$ cat config.mk
export PLATFORM = sky130hd
export DESIGN_NAME = eil_top
export DESIGN_NICKNAME = d
export VERILOG_FILES = /design/src/logic/eil_pkg.sv /design/src/logic/eil_top.sv
export SDC_FILE = /design/constraint.sdc
export NUM_CORES = 1
export LEC_CHECK = 0
export ABC_AREA = 1
export BUFFER_PORTS_ARGS = -buffer_cell sky130_fd_sc_hd__clkbuf_2
export CORE_UTILIZATION = 44
export DETAILED_ROUTE_END_ITERATION = 16
export PLACE_DENSITY = 0.91
export RECOVER_POWER = 100
export SYNTH_ARGS = -nofsm -noshare
export SYNTH_HDL_FRONTEND = slang
export SYNTH_SLANG_ARGS = --single-unit
$ cat constraint.sdc
create_clock -name CLOCK_I -period 1.51 [get_ports CLOCK_I]
set_input_delay 0.302 -clock CLOCK_I [delete_from_list [all_inputs] [get_ports CLOCK_I]]
set_output_delay 0.302 -clock CLOCK_I [all_outputs]
set_load 0.01 [all_outputs]
$ cat src/logic/eil_pkg.sv
// Package for the external interrupt latch: register map, fields, types
package eil_pkg;
	// Register byte offsets on the AXI4-Lite bus
	localparam logic [3:0] OFF_STATUS_CONTROL = 4'h0;
	localparam logic [3:0] OFF_BREAK_CONTROL = 4'h4;
	localparam logic [3:0] OFF_CPU_CONTROL = 4'h8;
	localparam int ADDR_W = 4;
	// Status and control field positions
	localparam int FLD_MODE = 0;
	localparam int FLD_MASK = 1;
	localparam int FLD_ACK = 2;
	localparam int FLD_FLAG = 3;
	// Break control field positions
	localparam int FLD_BREAK_CLEAR_ENABLE = 7;
	// CPU side control field positions
	localparam int FLD_VFETCH = 0;
	localparam int FLD_BREAK = 1;
	localparam int FLD_IBIT = 2;
	localparam int FLD_PIN = 3;
	// Reset values
	localparam logic RST_MODE = 1'b0;
	localparam logic RST_MASK = 1'b0;
	localparam logic RST_BREAK_CLEAR_ENABLE = 1'b0;
	localparam logic RST_IBIT = 1'b1;
	// Interrupt vector locations
	localparam logic [15:0] VEC_HIGH_ADDR = 16'hfffa;
	localparam logic [15:0] VEC_LOW_ADDR = 16'hfffb;
	// AXI response codes
	localparam logic [1:0] RESP_OKAY = 2'b00;
	localparam logic [1:0] RESP_SLVERR = 2'b10;

	// Write channel state
	typedef enum logic [1:0] {
		WR_IDLE = 2'b00,
		WR_RESP = 2'b01
	} eil_wr_e;

	// Whole state of the block
	typedef struct packed {
		logic pin_s1;
		logic pin_s2;
		logic pin_prev;
		logic latch;
		logic mode;
		logic mask;
		logic break_clear_enable;
		logic ibit;
		logic req;
		logic pin_level;
		logic aw_got;
		logic [ADDR_W-1:0] aw_addr;
		logic w_got;
		logic [31:0] w_data;
		logic [3:0] w_strb;
		eil_wr_e wr_st;
		logic bvalid;
		logic [1:0] bresp;
		logic arready;
		logic rvalid;
		logic [31:0] rdata;
		logic [1:0] rresp;
	} eil_state_s;
endpackage

$ cat src/logic/eil_top.sv
// External interrupt latch with AXI4-Lite status and control registers
// What this block does
// - A falling edge on the request pin sets the interrupt latch.
// - A vector fetch acknowledge clears the latch that caused it.
// - Writing one to the acknowledge bit clears the latch.
// - Reset clears latch and sensitivity select even with pin low.
// - Edge-only after reset; software picks edge-only or edge-plus-low-level.
// - Select at zero: latch held until acknowledge or reset, then cleared.
// - Select at one: pending until acknowledge and pin high, any order.
// - Acknowledge leaves later edges alone; a later falling edge relatches.
// - Module mask set keeps the request from the priority logic.
// - The addresses of the two vector bytes are given out for the program counter load.
// - Pending flag is read-only, shows pending, ignores the mask.
// - Acknowledge bit is write-only, reads zero, reset clears it.
// - Module mask is read/write, one disables, reset clears.
// - Select bit is read/write, one adds low level, reset clears.
// - In break with clear-enable one, acknowledge clears; stays cleared after.
// - In break with clear-enable zero, acknowledge writes do nothing.
// - The CPU global interrupt mask also blocks the request.
// - Pin level is offered to the branch-on-pin instructions.
//
// Local design decisions: the register addresses and the AXI4-Lite register port.
`timescale 1ns/1ns
module eil_top #(
	parameter int DATA_W = 32
) (
	// Clock and reset
	input wire logic CLOCK_I,
	input wire logic SYS_RST_I,
	// External request pin, active low
	input wire logic IRQ_PIN_N_I,
	// CPU core side
	input wire logic VECTOR_FETCH_I,
	input wire logic BREAK_STATE_I,
	// Request to the priority logic, vector, pin level
	output logic IRQ_REQ_O,
	output logic [15:0] VEC_HIGH_ADDR_O,
	output logic [15:0] VEC_LOW_ADDR_O,
	output logic PIN_LEVEL_O,
	// AXI4-Lite write address
	input wire logic [eil_pkg::ADDR_W-1:0] S_AXI_AWADDR,
	input wire logic S_AXI_AWVALID,
	output logic S_AXI_AWREADY,
	// AXI4-Lite write data
	input wire logic [31:0] S_AXI_WDATA,
	input wire logic [3:0] S_AXI_WSTRB,
	input wire logic S_AXI_WVALID,
	output logic S_AXI_WREADY,
	// AXI4-Lite write response
	output logic [1:0] S_AXI_BRESP,
	output logic S_AXI_BVALID,
	input wire logic S_AXI_BREADY,
	// AXI4-Lite read address
	input wire logic [eil_pkg::ADDR_W-1:0] S_AXI_ARADDR,
	input wire logic S_AXI_ARVALID,
	output logic S_AXI_ARREADY,
	// AXI4-Lite read data
	output logic [31:0] S_AXI_RDATA,
	output logic [1:0] S_AXI_RRESP,
	output logic S_AXI_RVALID,
	input wire logic S_AXI_RREADY
);
	// Only a 32-bit register bus is served
	if (DATA_W != 32) begin : g_chk
		$error("eil_top: DATA_W must be 32");
	end

	eil_pkg::eil_state_s s_reg;
	eil_pkg::eil_state_s s_next;

	// Vector locations are constants
	assign VEC_HIGH_ADDR_O = eil_pkg::VEC_HIGH_ADDR;
	assign VEC_LOW_ADDR_O = eil_pkg::VEC_LOW_ADDR;

	// Outputs from the state register; the write readies are gated from it
	assign IRQ_REQ_O = s_reg.req;
	assign PIN_LEVEL_O = s_reg.pin_level;
	assign S_AXI_AWREADY = ~s_reg.aw_got & (s_reg.wr_st == eil_pkg::WR_IDLE);
	assign S_AXI_WREADY = ~s_reg.w_got & (s_reg.wr_st == eil_pkg::WR_IDLE);
	assign S_AXI_BVALID = s_reg.bvalid;
	assign S_AXI_BRESP = s_reg.bresp;
	assign S_AXI_ARREADY = s_reg.arready;
	assign S_AXI_RVALID = s_reg.rvalid;
	assign S_AXI_RDATA = s_reg.rdata;
	assign S_AXI_RRESP = s_reg.rresp;

	// Next-state logic
	always_comb begin
		logic do_write;
		logic ack;
		logic ack_ok;
		logic fall;
		logic low;
		logic [31:0] rd;
		logic rd_ok;
		logic pend;
		do_write = 1'b0;
		pend = 1'b0;
		ack = 1'b0;
		ack_ok = 1'b0;
		fall = 1'b0;
		low = 1'b0;
		rd = 32'h0;
		rd_ok = 1'b1;
		s_next = s_reg;

		// Pin synchroniser and edge detect
		s_next.pin_s1 = IRQ_PIN_N_I;
		s_next.pin_s2 = s_reg.pin_s1;
		s_next.pin_prev = s_reg.pin_s2;
		fall = s_reg.pin_prev & ~s_reg.pin_s2;
		low = ~s_reg.pin_s2;
		s_next.pin_level = s_reg.pin_s2;

		// Write address and data taken in either order
		if (S_AXI_AWVALID && S_AXI_AWREADY) begin
			s_next.aw_got = 1'b1;
			s_next.aw_addr = S_AXI_AWADDR;
		end
		if (S_AXI_WVALID && S_AXI_WREADY) begin
			s_next.w_got = 1'b1;
			s_next.w_data = S_AXI_WDATA;
			s_next.w_strb = S_AXI_WSTRB;
		end

		// Write execution and response
		case (s_reg.wr_st)
			eil_pkg::WR_IDLE: begin
				if (s_reg.aw_got && s_reg.w_got) begin
					do_write = 1'b1;
					s_next.aw_got = 1'b0;
					s_next.w_got = 1'b0;
					s_next.bvalid = 1'b1;
					s_next.bresp = eil_pkg::RESP_OKAY;
					s_next.wr_st = eil_pkg::WR_RESP;
				end
			end
			eil_pkg::WR_RESP: begin
				if (S_AXI_BREADY) begin
					s_next.bvalid = 1'b0;
					s_next.wr_st = eil_pkg::WR_IDLE;
				end
			end
			default: begin
				s_next.wr_st = eil_pkg::WR_IDLE;
				s_next.bvalid = 1'b0;
			end
		endcase

		// Register writes, low byte lane only
		if (do_write) begin
			if (!s_reg.w_strb[0]) begin
				// Low byte lane not enabled: nothing stored
			end else if (s_reg.aw_addr == eil_pkg::OFF_STATUS_CONTROL) begin
				s_next.mode = s_reg.w_data[eil_pkg::FLD_MODE];
				s_next.mask = s_reg.w_data[eil_pkg::FLD_MASK];
				ack = s_reg.w_data[eil_pkg::FLD_ACK];
			end else if (s_reg.aw_addr == eil_pkg::OFF_BREAK_CONTROL) begin
				s_next.break_clear_enable = s_reg.w_data[eil_pkg::FLD_BREAK_CLEAR_ENABLE];
			end else if (s_reg.aw_addr == eil_pkg::OFF_CPU_CONTROL) begin
				s_next.ibit = s_reg.w_data[eil_pkg::FLD_IBIT];
			end else begin
				s_next.bresp = eil_pkg::RESP_SLVERR;
			end
		end

		// Software acknowledge gated in break state
		ack_ok = ack & (~BREAK_STATE_I | s_reg.break_clear_enable);
		// Any acknowledge clears the latch unless a new edge wins
		if (VECTOR_FETCH_I || ack_ok) begin
			s_next.latch = 1'b0;
		end
		// Fresh falling edge latches regardless of acknowledge
		if (fall) begin
			s_next.latch = 1'b1;
		end
		// Level mode: pending while latched or pin low, so ack and release in any order
		pend = s_reg.latch | (s_reg.mode & low);

		// Request toward priority logic
		s_next.req = pend & ~s_reg.mask & ~s_reg.ibit;

		// Read channel
		s_next.arready = 1'b0;
		if (s_reg.rvalid) begin
			if (S_AXI_RREADY) begin
				s_next.rvalid = 1'b0;
			end
		end else if (S_AXI_ARVALID && !s_reg.arready) begin
			s_next.arready = 1'b1;
			case (S_AXI_ARADDR)
				eil_pkg::OFF_STATUS_CONTROL: begin
					rd[eil_pkg::FLD_MODE] = s_reg.mode;
					rd[eil_pkg::FLD_MASK] = s_reg.mask;
					rd[eil_pkg::FLD_ACK] = 1'b0;
					rd[eil_pkg::FLD_FLAG] = pend;
				end
				eil_pkg::OFF_BREAK_CONTROL: begin
					rd[eil_pkg::FLD_BREAK_CLEAR_ENABLE] = s_reg.break_clear_enable;
				end
				eil_pkg::OFF_CPU_CONTROL: begin
					rd[eil_pkg::FLD_BREAK] = BREAK_STATE_I;
					rd[eil_pkg::FLD_IBIT] = s_reg.ibit;
					rd[eil_pkg::FLD_PIN] = s_reg.pin_level;
				end
				default: begin
					rd_ok = 1'b0;
				end
			endcase
			s_next.rvalid = 1'b1;
			s_next.rdata = rd;
			s_next.rresp = rd_ok ? eil_pkg::RESP_OKAY : eil_pkg::RESP_SLVERR;
		end

		// Synchronous reset; pin chain keeps tracking so a held-low pin gives no false edge
		if (SYS_RST_I) begin
			s_next = '0;
			s_next.pin_s1 = IRQ_PIN_N_I;
			s_next.pin_s2 = s_reg.pin_s1;
			s_next.pin_prev = s_reg.pin_s2;
			s_next.pin_level = 1'b1;
			s_next.latch = 1'b0;
			s_next.mode = eil_pkg::RST_MODE;
			s_next.mask = eil_pkg::RST_MASK;
			s_next.break_clear_enable = eil_pkg::RST_BREAK_CLEAR_ENABLE;
			s_next.ibit = eil_pkg::RST_IBIT;
			s_next.wr_st = eil_pkg::WR_IDLE;
		end
	end

	// State register
	always_ff @(posedge CLOCK_I) begin
		s_reg <= s_next;
	end
endmodule // eil_top

* After elaboration in Yosys (flattened, before gate mapping)
Cells that the tools add are included.
** Operators by class
- Equality and inequality tests :: 7
- Mux-type cells :: 32
- Bitwise gates (word level) :: 18
- Reductions and logical operators :: 17
** Operator list (count)
- 37-bit 2-to-1 mux :: 1
- 36-bit 2-to-1 mux :: 1
- 1-bit 2-to-1 mux :: 18
- 2-bit 2-to-1 mux :: 7
- 3-bit case mux with 2 select lines :: 2
- 5-bit 2-to-1 mux :: 2
- 1-bit inverter :: 9
- 4-bit by 3-bit == test with 1-bit output, second input constant :: 2
- 4-bit == test, second input constant :: 2
- 4-bit zero test :: 2
- 1-bit AND :: 7
- 5-bit AND reduction :: 1
- 1-bit logical AND :: 4
- 2-bit AND reduction :: 2
- 4-bit AND reduction :: 1
- 3-bit 2-to-1 mux :: 1
- 3-bit AND reduction :: 1
- 3-bit OR reduction :: 1
- 2-bit by 1-bit == test with 1-bit output, second input constant :: 1
- 2-bit zero test :: 1
- 2-bit by 1-bit != test with 1-bit output, second input constant :: 1
- 2-bit != test, second input constant :: 1
- 1-bit OR :: 2
- 2-bit nonzero test :: 1
- other kinds (3) :: 3
** Word-level totals
- Flip-flop bits (word level) :: 66
- Input bits :: 54
- Output and inout bits :: 75
- Word-level logic and storage cells :: 96

* Depth between registers and ports, before layout
Gate-level depths: netlist (run 1).
- Depth after elaboration :: 8
- Gate-level depth with buffers :: 7
- Gate-level depth less buffers :: 7

* Worst setup path after synthesis (run 1)
No wires, ideal clock.
- Path type :: register to register
- From :: register s_reg[39] (netlist bit)
- To :: register s_reg[78] (netlist bit)
- Library setup time :: 0.122 ns
- Data arrival time :: 0.975 ns
- Required time :: 1.388 ns
- Setup slack :: 0.414 ns
- Cell stages (with the launch flop) :: 5
- Buffers on the path :: 0
- Clock period less this slack :: 1.096 ns
- Cells stage by stage :: dfxtp_1 > nor2_1 > nand2_1 > o21ai_0 > a21oi_1
** Between the ends
- Cells in the longest elaborated chain, start to end :: 3
** Ends and longest elaborated chain
- start, declared :: RTL line eil_top.sv:68 : eil_pkg::eil_state_s s_reg;
- start signal, assigned :: RTL line eil_top.sv:233 : s_reg <= s_next;
- 2-bit zero test :: RTL line eil_top.sv:78 : assign S_AXI_AWREADY = ~s_reg.aw_got & (s_reg.wr_st == eil_pkg::WR_IDLE);
- 1-bit AND :: RTL line eil_top.sv:78
- named net S_AXI_AWREADY :: RTL line eil_top.sv:43 : output logic S_AXI_AWREADY,
- 1-bit logical AND :: RTL line eil_top.sv:116 : if (S_AXI_AWVALID && S_AXI_AWREADY) begin
The timed path passes the listed nets, and every way through them passes these cells.
A chain may end at the register's enable or synchronous reset.

* Final worst setup path (run 1)
- From :: register s_reg[39] (netlist bit)
- To :: output port S_AXI_WREADY
** Between the ends
- Cells in the longest elaborated chain, start to end :: 2
** Ends and longest elaborated chain
- 2-bit zero test :: RTL line eil_top.sv:79 : assign S_AXI_WREADY = ~s_reg.w_got & (s_reg.wr_st == eil_pkg::WR_IDLE);
- 1-bit AND :: RTL line eil_top.sv:79
- end, declared :: RTL line eil_top.sv:48 : output logic S_AXI_WREADY,
Every way passes these cells.

==> results of run 1 <==
-- per-layer routing --
metal | vias to the layer above | routed length (microns)
met3 | 2 | 192
li1 | 678 | -
met2 | 59 | 1380
met4 | 0 | 6
met5 | - | 0
met1 | 561 | 1230
-- Yosys cell counts, drive strengths merged --
cell / number / area share
buf: 70 / 0.30
dfxtp: 32 / 0.36
nor2: 27 / 0.068
nand2: 26 / 0.056
inv: 24 / 0.050
a21oi: 16 / 0.045
o21ai: 16 / 0.045
nand3: 14 / 0.042
nand4: 5 / 0.018
conb: 2 / 0.0042
clkinv: 1 / 0.0028
nor3b: 1 / 0.0042
nor4: 1 / 0.0035
o31ai: 1 / 0.0042
-- layout make-up --
cell class | count | area share
multi-input cells | 167 | 0.409
flip-flops and latches | 32 | 0.362
repair buffers | 38 | 0.0982
inverters | 25 | 0.0537
clock buffers | 6 | 0.0410
well taps | 48 | 0.0339
clock inverters | 1 | 0.00282
-- where the power goes --
part           internal (mW)  total (mW)  leakage (nW)  switching (mW)
Clock                  0.312       0.597        0.0410           0.284
Sequential             0.897       0.922         0.264          0.0250
Combinational         0.0819       0.294         0.573           0.212
-- through the flow --
| step | area, sq um | utilization | hold WS, ns | std cells |
|---|---|---|---|---|
| final | 1770 | 0.470 | 0.131 | 317 |
| after global placement | 1720 | 0.457 | 0.312 | 310 |
| after detailed placement | 1720 | 0.457 | 0.315 | 310 |
| after global routing | 1770 | 0.470 | 0.117 | 317 |
| after CTS | 1800 | 0.477 | 0.117 | 317 |
| after floorplan | 2000 | - | 0.310 | 294 |
-- worst paths after layout --
check | endpoint | slack [ns]
min | s_reg[92] | 0.13
max reg2reg | S_AXI_RDATA[3] | 0.31
min reg2reg | s_reg[91] | 0.33
max | S_AXI_WREADY | 0.26
-- cell usage in the layout (no fill, tap or decap) --
cell                          n
sky130_fd_sc_hd__nor3b_1      1
sky130_fd_sc_hd__conb_1      60
sky130_fd_sc_hd__nor2_4       2
sky130_fd_sc_hd__clkbuf_1    16
sky130_fd_sc_hd__o21ai_0     16
sky130_fd_sc_hd__buf_4        1
sky130_fd_sc_hd__clkbuf_8     5
sky130_fd_sc_hd__dfxtp_1     32
sky130_fd_sc_hd__nand2_1     26
sky130_fd_sc_hd__nor4_1       1
sky130_fd_sc_hd__a21oi_1     16
sky130_fd_sc_hd__clkinv_2     1
sky130_fd_sc_hd__o31ai_1      1
sky130_fd_sc_hd__nand4_1      5
sky130_fd_sc_hd__nor2_2       1
sky130_fd_sc_hd__inv_1       24
sky130_fd_sc_hd__nor2_1      24
sky130_fd_sc_hd__nand3_1     14
sky130_fd_sc_hd__clkbuf_2    22
sky130_fd_sc_hd__clkinvlp_2   1
-- cells by family (layout without fill, tap and decap cells) --
kind of cell / after synthesis / after routing / share of synthesized area
other cells: 2 / 60 / 0.00421
buf+inv: 95 / 70 / 0.352
simple gates: 74 / 74 / 0.191
compound gates: 33 / 33 / 0.0939
flops: 32 / 32 / 0.359
-- worst max-delay path, delay by kind of cell, from the launching register on --
kind	cells	cell delay (ns)
and+or+nand+nor	1	0.15
buffers and inverters	1	0.18
DFF	1	0.35
==> Flow_metrics.wiki, run 1 <==
{| class="wikitable"
! Metric !! Value
|-
| Run status || completed
|-
| Wire per inst || 8.89 microns
|-
| Std cell rows || 22
|-
| Setup TNS || 0 ns
|-
| Number of unique standard cell types used by synthesis || 20
|-
| Critical path class || reg -> out
|-
| Register area share after synthesis || 0.359
|-
| Multi-input gate area || 724 sq um
|-
| Total of endpoints with negative setup slack in the final report || 0
|-
| Number of cells on the worst hold path || 1
|-
| Worst voltage drop across the vdd grid || about 0.40 mV
|-
| Cell Chain, Critical Path || nor2_1, clkbuf_1
|-
| Pwr dens || 1020 mW/mm^2
|-
| Storage cell area || 641 sq um
|-
| RSZ-0062 raised after global routing || no
|-
| Via density || roughly 4.1
|-
| Startpoint of the worst-slack reg-to-reg timing path || S_AXI_RVALID
|-
| Final weighted congestion in routability-driven placement || around 0.8
|-
| Layout cell share with drive strength beyond 1 || 0.123
|-
| Largest register FFs || 20
|-
| Critical Path Slowest Stage Cell || sky130_fd_sc_hd__dfxtp_1
|-
| Grt met1 use || 0.144
|-
| Clock tree root buffer cell || sky130_fd_sc_hd__clkbuf_8
|-
| Met3 GRT Util || 0.0521
|-
| Number of buffers inserted by post-CTS setup repair || 0
|-
| CP Capture Type || output port
|-
| Clock sink count || 32
|-
| Leakage power || roughly 0.88 nW
|-
| Synthesized instance count || around 240
|-
| Quantity of gates resized following cts || 0
|-
| Initial drt markers || between 50 and 60
|-
| Total number of H-tree levels || 2
|-
| Overflow left after global routing || 0
|-
| 1st-pass router iterations || 4
|-
| Minimum setup slack after placement || about 0.33 ns
|-
| Area of the mapped netlist || 0.00179 sq mm
|-
| Clock edge transition at the registers on the reported setup and hold paths || ~0.060 ns
|-
| Largest net degree at the start of global routing || 19
|-
| Port Buffer Count || 37
|-
| Max Freq || approximately 0.8 GHz
|-
| Maximum clock skew at final layout || around 0.0096 ns
|-
| Crit path largest cell delay || 0.35 ns
|-
| Placed wire-length estimate after detailed placement || roughly 2200 microns
|-
| Final hold viol count || 0
|-
| Post-synthesis average cell area || 7.57 sq um
|-
| Via Count || ~1,300
|-
| Final critical-path setup slack || 0.263 ns
|-
| Largest fanout of any net on the critical path || 5
|-
| GR Util met2 || 0.224
|-
| First-pass GRT wire length || between 4000 and 5000 microns
|-
| Number of synthesized register bits || 32
|-
| Logic depth of the worst register-to-register path || 5
|-
| Critical path data required time || between 1 and 1.5 ns
|-
| Total length of routed wires || approximately 2800 microns
|-
| Die span in y || around 66 microns
|-
| Initial antenna violation count || 0
|-
| Ant diodes || 0
|-
| Core region area || around 0.0038 sq mm
|-
| Maximum clock path buffer count || 2
|-
| Startpoint of the tightest hold check path || IRQ_PIN_N_I
|-
| Hold Buf Count CTS || 0
|-
| IO Count || 129
|-
| Starting density of the core || 0.473
|-
| Insertion delay of the later-clocked pin in the worst-skew pair || around 0.28 ns
|-
| Final Slew Violations || 0
|-
| Power after layout || between 1.5 and 2 mW
|-
| Critical path data arrival time || 0.95 ns
|-
| Final worst path period need || roughly 1.2 ns
|-
| Final Cycle Share || 0.826
|-
| Number of fill cells || 406
|-
| TritonCTS clock tree || built
|-
| Signed area change from the synthesized netlist to the final layout || -0.771%
|-
| Number of global-route vias before repair || 1,043
|-
| Class of the most critical hold timing path || in -> reg
|-
| Busiest layer in global routing || met2
|-
| DR DRC count || 0
|-
| Inserted Clock Buffers || 5
|-
| GRT Total Usage || 0.131
|-
| Total die area || 0.00432 sq mm
|-
| Kind of start point of the critical path || flop
|-
| Yosys synthesis warning count || 0
|-
| Die extent in x || about 66 microns
|-
| Antenna-violating nets left || 0
|-
| Final Net Count || around 320
|-
| Maximum capacitance violations || 0
|-
| First element of the critical path || s_reg[39]
|}
Power figures use the tool's default switching activity.
==> run 2, diff against run 1 <==
Settings changed: ABC_AREA 1 to 0, CORE_UTILIZATION 44 to 41, PLACE_DENSITY 0.91 to 0.86.
Clock period 1.51 ns to 1.25 ns, I/O delays scaled along.
==> run 2 against run 1 <==
Critical path type is now reg -> reg; clock skew fell by 0.0035 ns; first-iteration DRC count rose by 3.6%; highest routed layer unchanged; critical endpoint is now s_reg[88]; setup slack got worse by 0.37 ns; the run now ends with negative setup slack left.
==> Flow_metrics.wiki, run 2 <==
{| class="wikitable"
! Metric !! Value
|-
| Port Buffer Count || 37 (unchanged)
|-
| Number of unique standard cell types used by synthesis || 37 (+85%)
|-
| Std cell rows || 23 (+4.5%)
|-
| Startpoint of the worst-slack reg-to-reg timing path || s_reg[79]
|-
| Endpoint with the worst hold slack || s_reg[92]
|-
| Critical path class || reg -> reg
|-
| Antenna-violating nets left || 0 (unchanged)
|-
| Flop pwr share || 0.447 (-0.062)
|-
| Logic depth of the worst register-to-register path || 3 (-2)
|-
| 1st-pass router iterations || 3 (-1)
|-
| Total number of H-tree levels || 2 (unchanged)
|-
| Setup slack on the worst flop-to-flop path || -0.10 ns (-0.41 ns)
|-
| Pwr dens || 1210 mW/mm^2 (+18%)
|-
| Maximum capacitance violations || 0 (unchanged)
|-
| Clock power frac || 0.387 (+0.058)
|-
| Initial antenna violation count || 0 (unchanged)
|-
| Critical Path Slowest Stage Cell || sky130_fd_sc_hd__or4b_4
|-
| Final Slew Violations || 0 (unchanged)
|-
| CP Capture Type || flop
|-
| Number of fill cells || 410 (+0.99%)
|-
| Placed wire-length estimate after detailed placement || 2380 microns (+6.7%)
|-
| Hold Buf Count CTS || 0 (unchanged)
|-
| Number of buffers inserted by post-CTS setup repair || 0 (unchanged)
|-
| Most frequent cell after synthesis || sky130_fd_sc_hd__buf_4
|-
| Final hold viol count || 0 (unchanged)
|-
| Power after layout || 2.48 mW (+37%)
|-
| Maximum clock skew at final layout || 0.00605 ns (-0.00352 ns)
|-
| Final worst path period need || 1.35 ns
|-
| Signed area change from the synthesized netlist to the final layout || 14.7%
|-
| Setup TNS || -0.418 ns (-0.418 ns)
|-
| Starting density of the core || 0.438 (-0.0359)
|-
| Yosys synthesis warning count || 0 (unchanged)
|-
| Insertion delay of the later-clocked pin in the worst-skew pair || 0.28 ns (about the same)
|-
| Total die area || 0.00463 sq mm (+7.2%)
|-
| Startpoint of the tightest hold check path || IRQ_PIN_N_I
|-
| Synth area leader || sky130_fd_sc_hd__dfxtp_1
|-
| Largest fanout of any net on the critical path || 3 (-2)
|-
| Crit path largest cell delay || 0.59 ns (+0.24 ns)
|-
| Most area-consuming cells after synthesis || sky130_fd_sc_hd__dfxtp_1 36%, sky130_fd_sc_hd__buf_4 29%, sky130_fd_sc_hd__mux2i_1 6.7%, sky130_fd_sc_hd__nor2_1 4.2%, sky130_fd_sc_hd__nand2b_1 3.1%
|-
| Register area share after synthesis || 0.358 (-0.000502)
|-
| Final Net Count || 303 (-6.2%)
|-
| Cell family contributing the most delay on the critical path || simple AND/OR/NAND/NOR gates
|-
| Final critical-path setup slack || -0.102 ns (-0.365 ns)
|-
| Critical path data required time || 1.47 ns (+0.26 ns)
|-
| Number of cells on the worst hold path || 1 (unchanged)
|-
| Capturing point of the worst reg2reg path || s_reg[88]
|-
| Clock edge transition at the registers on the reported setup and hold paths || 0.07 ns (about the same)
|-
| Inserted Clock Buffers || 5 (unchanged)
|-
| Leakage power || 0.996 nW (+14%)
|-
| Net switching power || 647 uW (+24%)
|-
| DR DRC count || 0 (unchanged)
|-
| Count of buffering cells on the critical path with inverters included || 0 (-1)
|-
| Post-synthesis average cell area || 8.98 sq um (+19%)
|-
| Failing checks || negative setup slack
|-
| Top cell types by occurrence after synthesis || 68 x sky130_fd_sc_hd__buf_4, 32 x sky130_fd_sc_hd__dfxtp_1, 20 x sky130_fd_sc_hd__nor2_1, 12 x sky130_fd_sc_hd__mux2i_1
|-
| Total of endpoints with negative setup slack in the final report || 5 (+5)
|-
| Leading cell types in the layout, fill and taps excluded || 60 x sky130_fd_sc_hd__conb_1, 35 x sky130_fd_sc_hd__clkbuf_2, 28 x sky130_fd_sc_hd__dfxtp_1, 20 x sky130_fd_sc_hd__nor2_1, 18 x sky130_fd_sc_hd__buf_4
|-
| Clock tree root buffer cell || sky130_fd_sc_hd__clkbuf_8
|-
| Grt met1 use || 0.153 (+0.00846)
|-
| Overflow left after global routing || 0 (unchanged)
|-
| Total length of routed wires || 2980 microns (+5.9%)
|-
| Net Sw Frac || 0.261 (-0.0271)
|-
| Cell Chain, Critical Path || or4b_4, nor3_4, mux2i_1
|-
| Number of synthesized register bits || 32 (unchanged)
|-
| First-pass GRT wire length || 4550 microns (+6.8%)
|-
| First element of the critical path || s_reg[79]
|-
| Number of global-route vias before repair || 1,057 (+1.3%)
|-
| Run status || finished, violations left
|-
| Power Internal || 1.84 mW (+42%)
|-
| Layout cell share with drive strength beyond 1 || 0.328 (+0.205)
|-
| Largest net degree at the start of global routing || 16 (-3)
|-
| Number of enable flip-flop cells after synthesis || 0 (unchanged)
|-
| Wire per inst || 9.95 microns (+12%)
|-
| Maximum clock path buffer count || 2 (unchanged)
|-
| Combinational fraction of design power || 0.166 (+0.004)
|-
| Class of the most critical hold timing path || in -> reg
|-
| Worst voltage drop across the vdd grid || 0.922 mV (+130%)
|-
| Max Freq || 0.739 GHz
|-
| Area of the mapped netlist || 0.00179 sq mm (+0.14%)
|-
| Synthesized instance count || 199 (-16%)
|-
| Multi-input gate area || 866 sq um (+20%)
|-
| Critical path data arrival time || 1.57 ns (+0.62 ns)
|-
| Initial drt markers || 58 (+3.6%)
|-
| Asr flop ratio synth || 0 (unchanged)
|-
| RSZ-0062 raised after global routing || yes
|-
| TritonCTS clock tree || built
|-
| Clock sink count || 32 (unchanged)
|-
| Via density || 4.16 (+1.5%)
|-
| Most common library cell in the layout ignoring fill and taps || sky130_fd_sc_hd__conb_1
|-
| Busiest layer in global routing || met2
|-
| Core region area || 0.00409 sq mm (+8.4%)
|-
| IO Count || 129 (unchanged)
|-
| Die extent in x || 68.0 microns (+3.6%)
|-
| Storage cell area || 646 sq um (+0.78%)
|-
| Kind of start point of the critical path || flop
|-
| Final Cycle Share || 1.08
|-
| Met3 GRT Util || 0.0500 (-0.00208)
|-
| Main synth FF type || sky130_fd_sc_hd__dfxtp_1
|-
| Final weighted congestion in routability-driven placement || 0.759 (-7.9%)
|-
| Largest register FFs || 20 (unchanged)
|-
| GRT Total Usage || 0.137 (+0.00574)
|-
| Area share of the largest cell type after synthesis || 0.358 (-0.000502)
|-
| Die span in y || 68.0 microns (+3.6%)
|-
| Via Count || 1,249 (-3.9%)
|-
| Ant diodes || 0 (unchanged)
|-
| GR Util met2 || 0.230 (+0.00590)
|}
-- run 2: layout make-up --
class,count,share of cell area
timing repair buffer,58,0.173
tap,50,0.0305
clock buffer,5,0.0336
sequential,32,0.315
multi-input combinational,149,0.422
inverter,3,0.00549
clock inverter,3,0.0207
-- run 2: worst register-to-register path, stage by stage (launching register included) --
cell	delay [ns]
sky130_fd_sc_hd__dfxtp_2	0.32
sky130_fd_sc_hd__or4b_4	0.59
sky130_fd_sc_hd__nor3_4	0.18
sky130_fd_sc_hd__mux2i_1	0.20
-- run 2: cells by family (layout without fill, tap and decap cells) --
family          count (synthesis)  count (layout)  share of synthesized area
buf+inv                        76              69                      0.307
flops                          32              32                      0.358
compound gates                 18              18                     0.0679
mux                            12              12                     0.0672
simple gates                   59              59                      0.196
other cells                     2              60                    0.00420
-- run 2: metrics by stage --
stage	setup slack, ns	hold WS [ns]	instances	instance area, sq um	utilization
finish	-0.102	0.0625	300	2050	0.502
global placement	-0.0874	0.313	292	1910	0.467
global route	-0.152	0.0521	300	2050	0.502
CTS	-0.105	0.0520	300	2030	0.496
detailed placement	-0.101	0.315	292	1910	0.467
floorplan	-0.0566	0.278	257	2040	-
-- run 2: timing repair --
item,in CTS,in global routing
gates resized for setup,2,9
pin swaps,3,2
hold endpoints to repair,0,0
endpoints found under the setup margin,8,8
-- run 2: worst max path at each step --
stage	end	slack [ns]	depth (start not counted)
CTS	s_reg[88]	-0.11	3
global placement	s_reg[89]	-0.09	3
global route	s_reg[87]	-0.15	3
finish	s_reg[88]	-0.10	3
detailed placement	s_reg[86]	-0.10	4
floorplan	s_reg[86]	-0.06	4
-- run 2: power groups by stage --
stage               Combinational [mW]  Clock (mW)  Sequential (mW)
global route                     0.460        1.05             1.11
finish                           0.411       0.961             1.11
detailed placement               0.395           0             1.13
global placement                 0.388           0             1.13
floorplan                        0.385           0             1.13
CTS                              0.400       0.992             1.11
-- run 2: metal layers --
metal | part of all wire | up-vias
met3 | 0.063 | 5
met1 | 0.41 | 558
li1 | - | 632
met2 | 0.52 | 54
met5 | 0 | -
met4 | 0.010 | 0
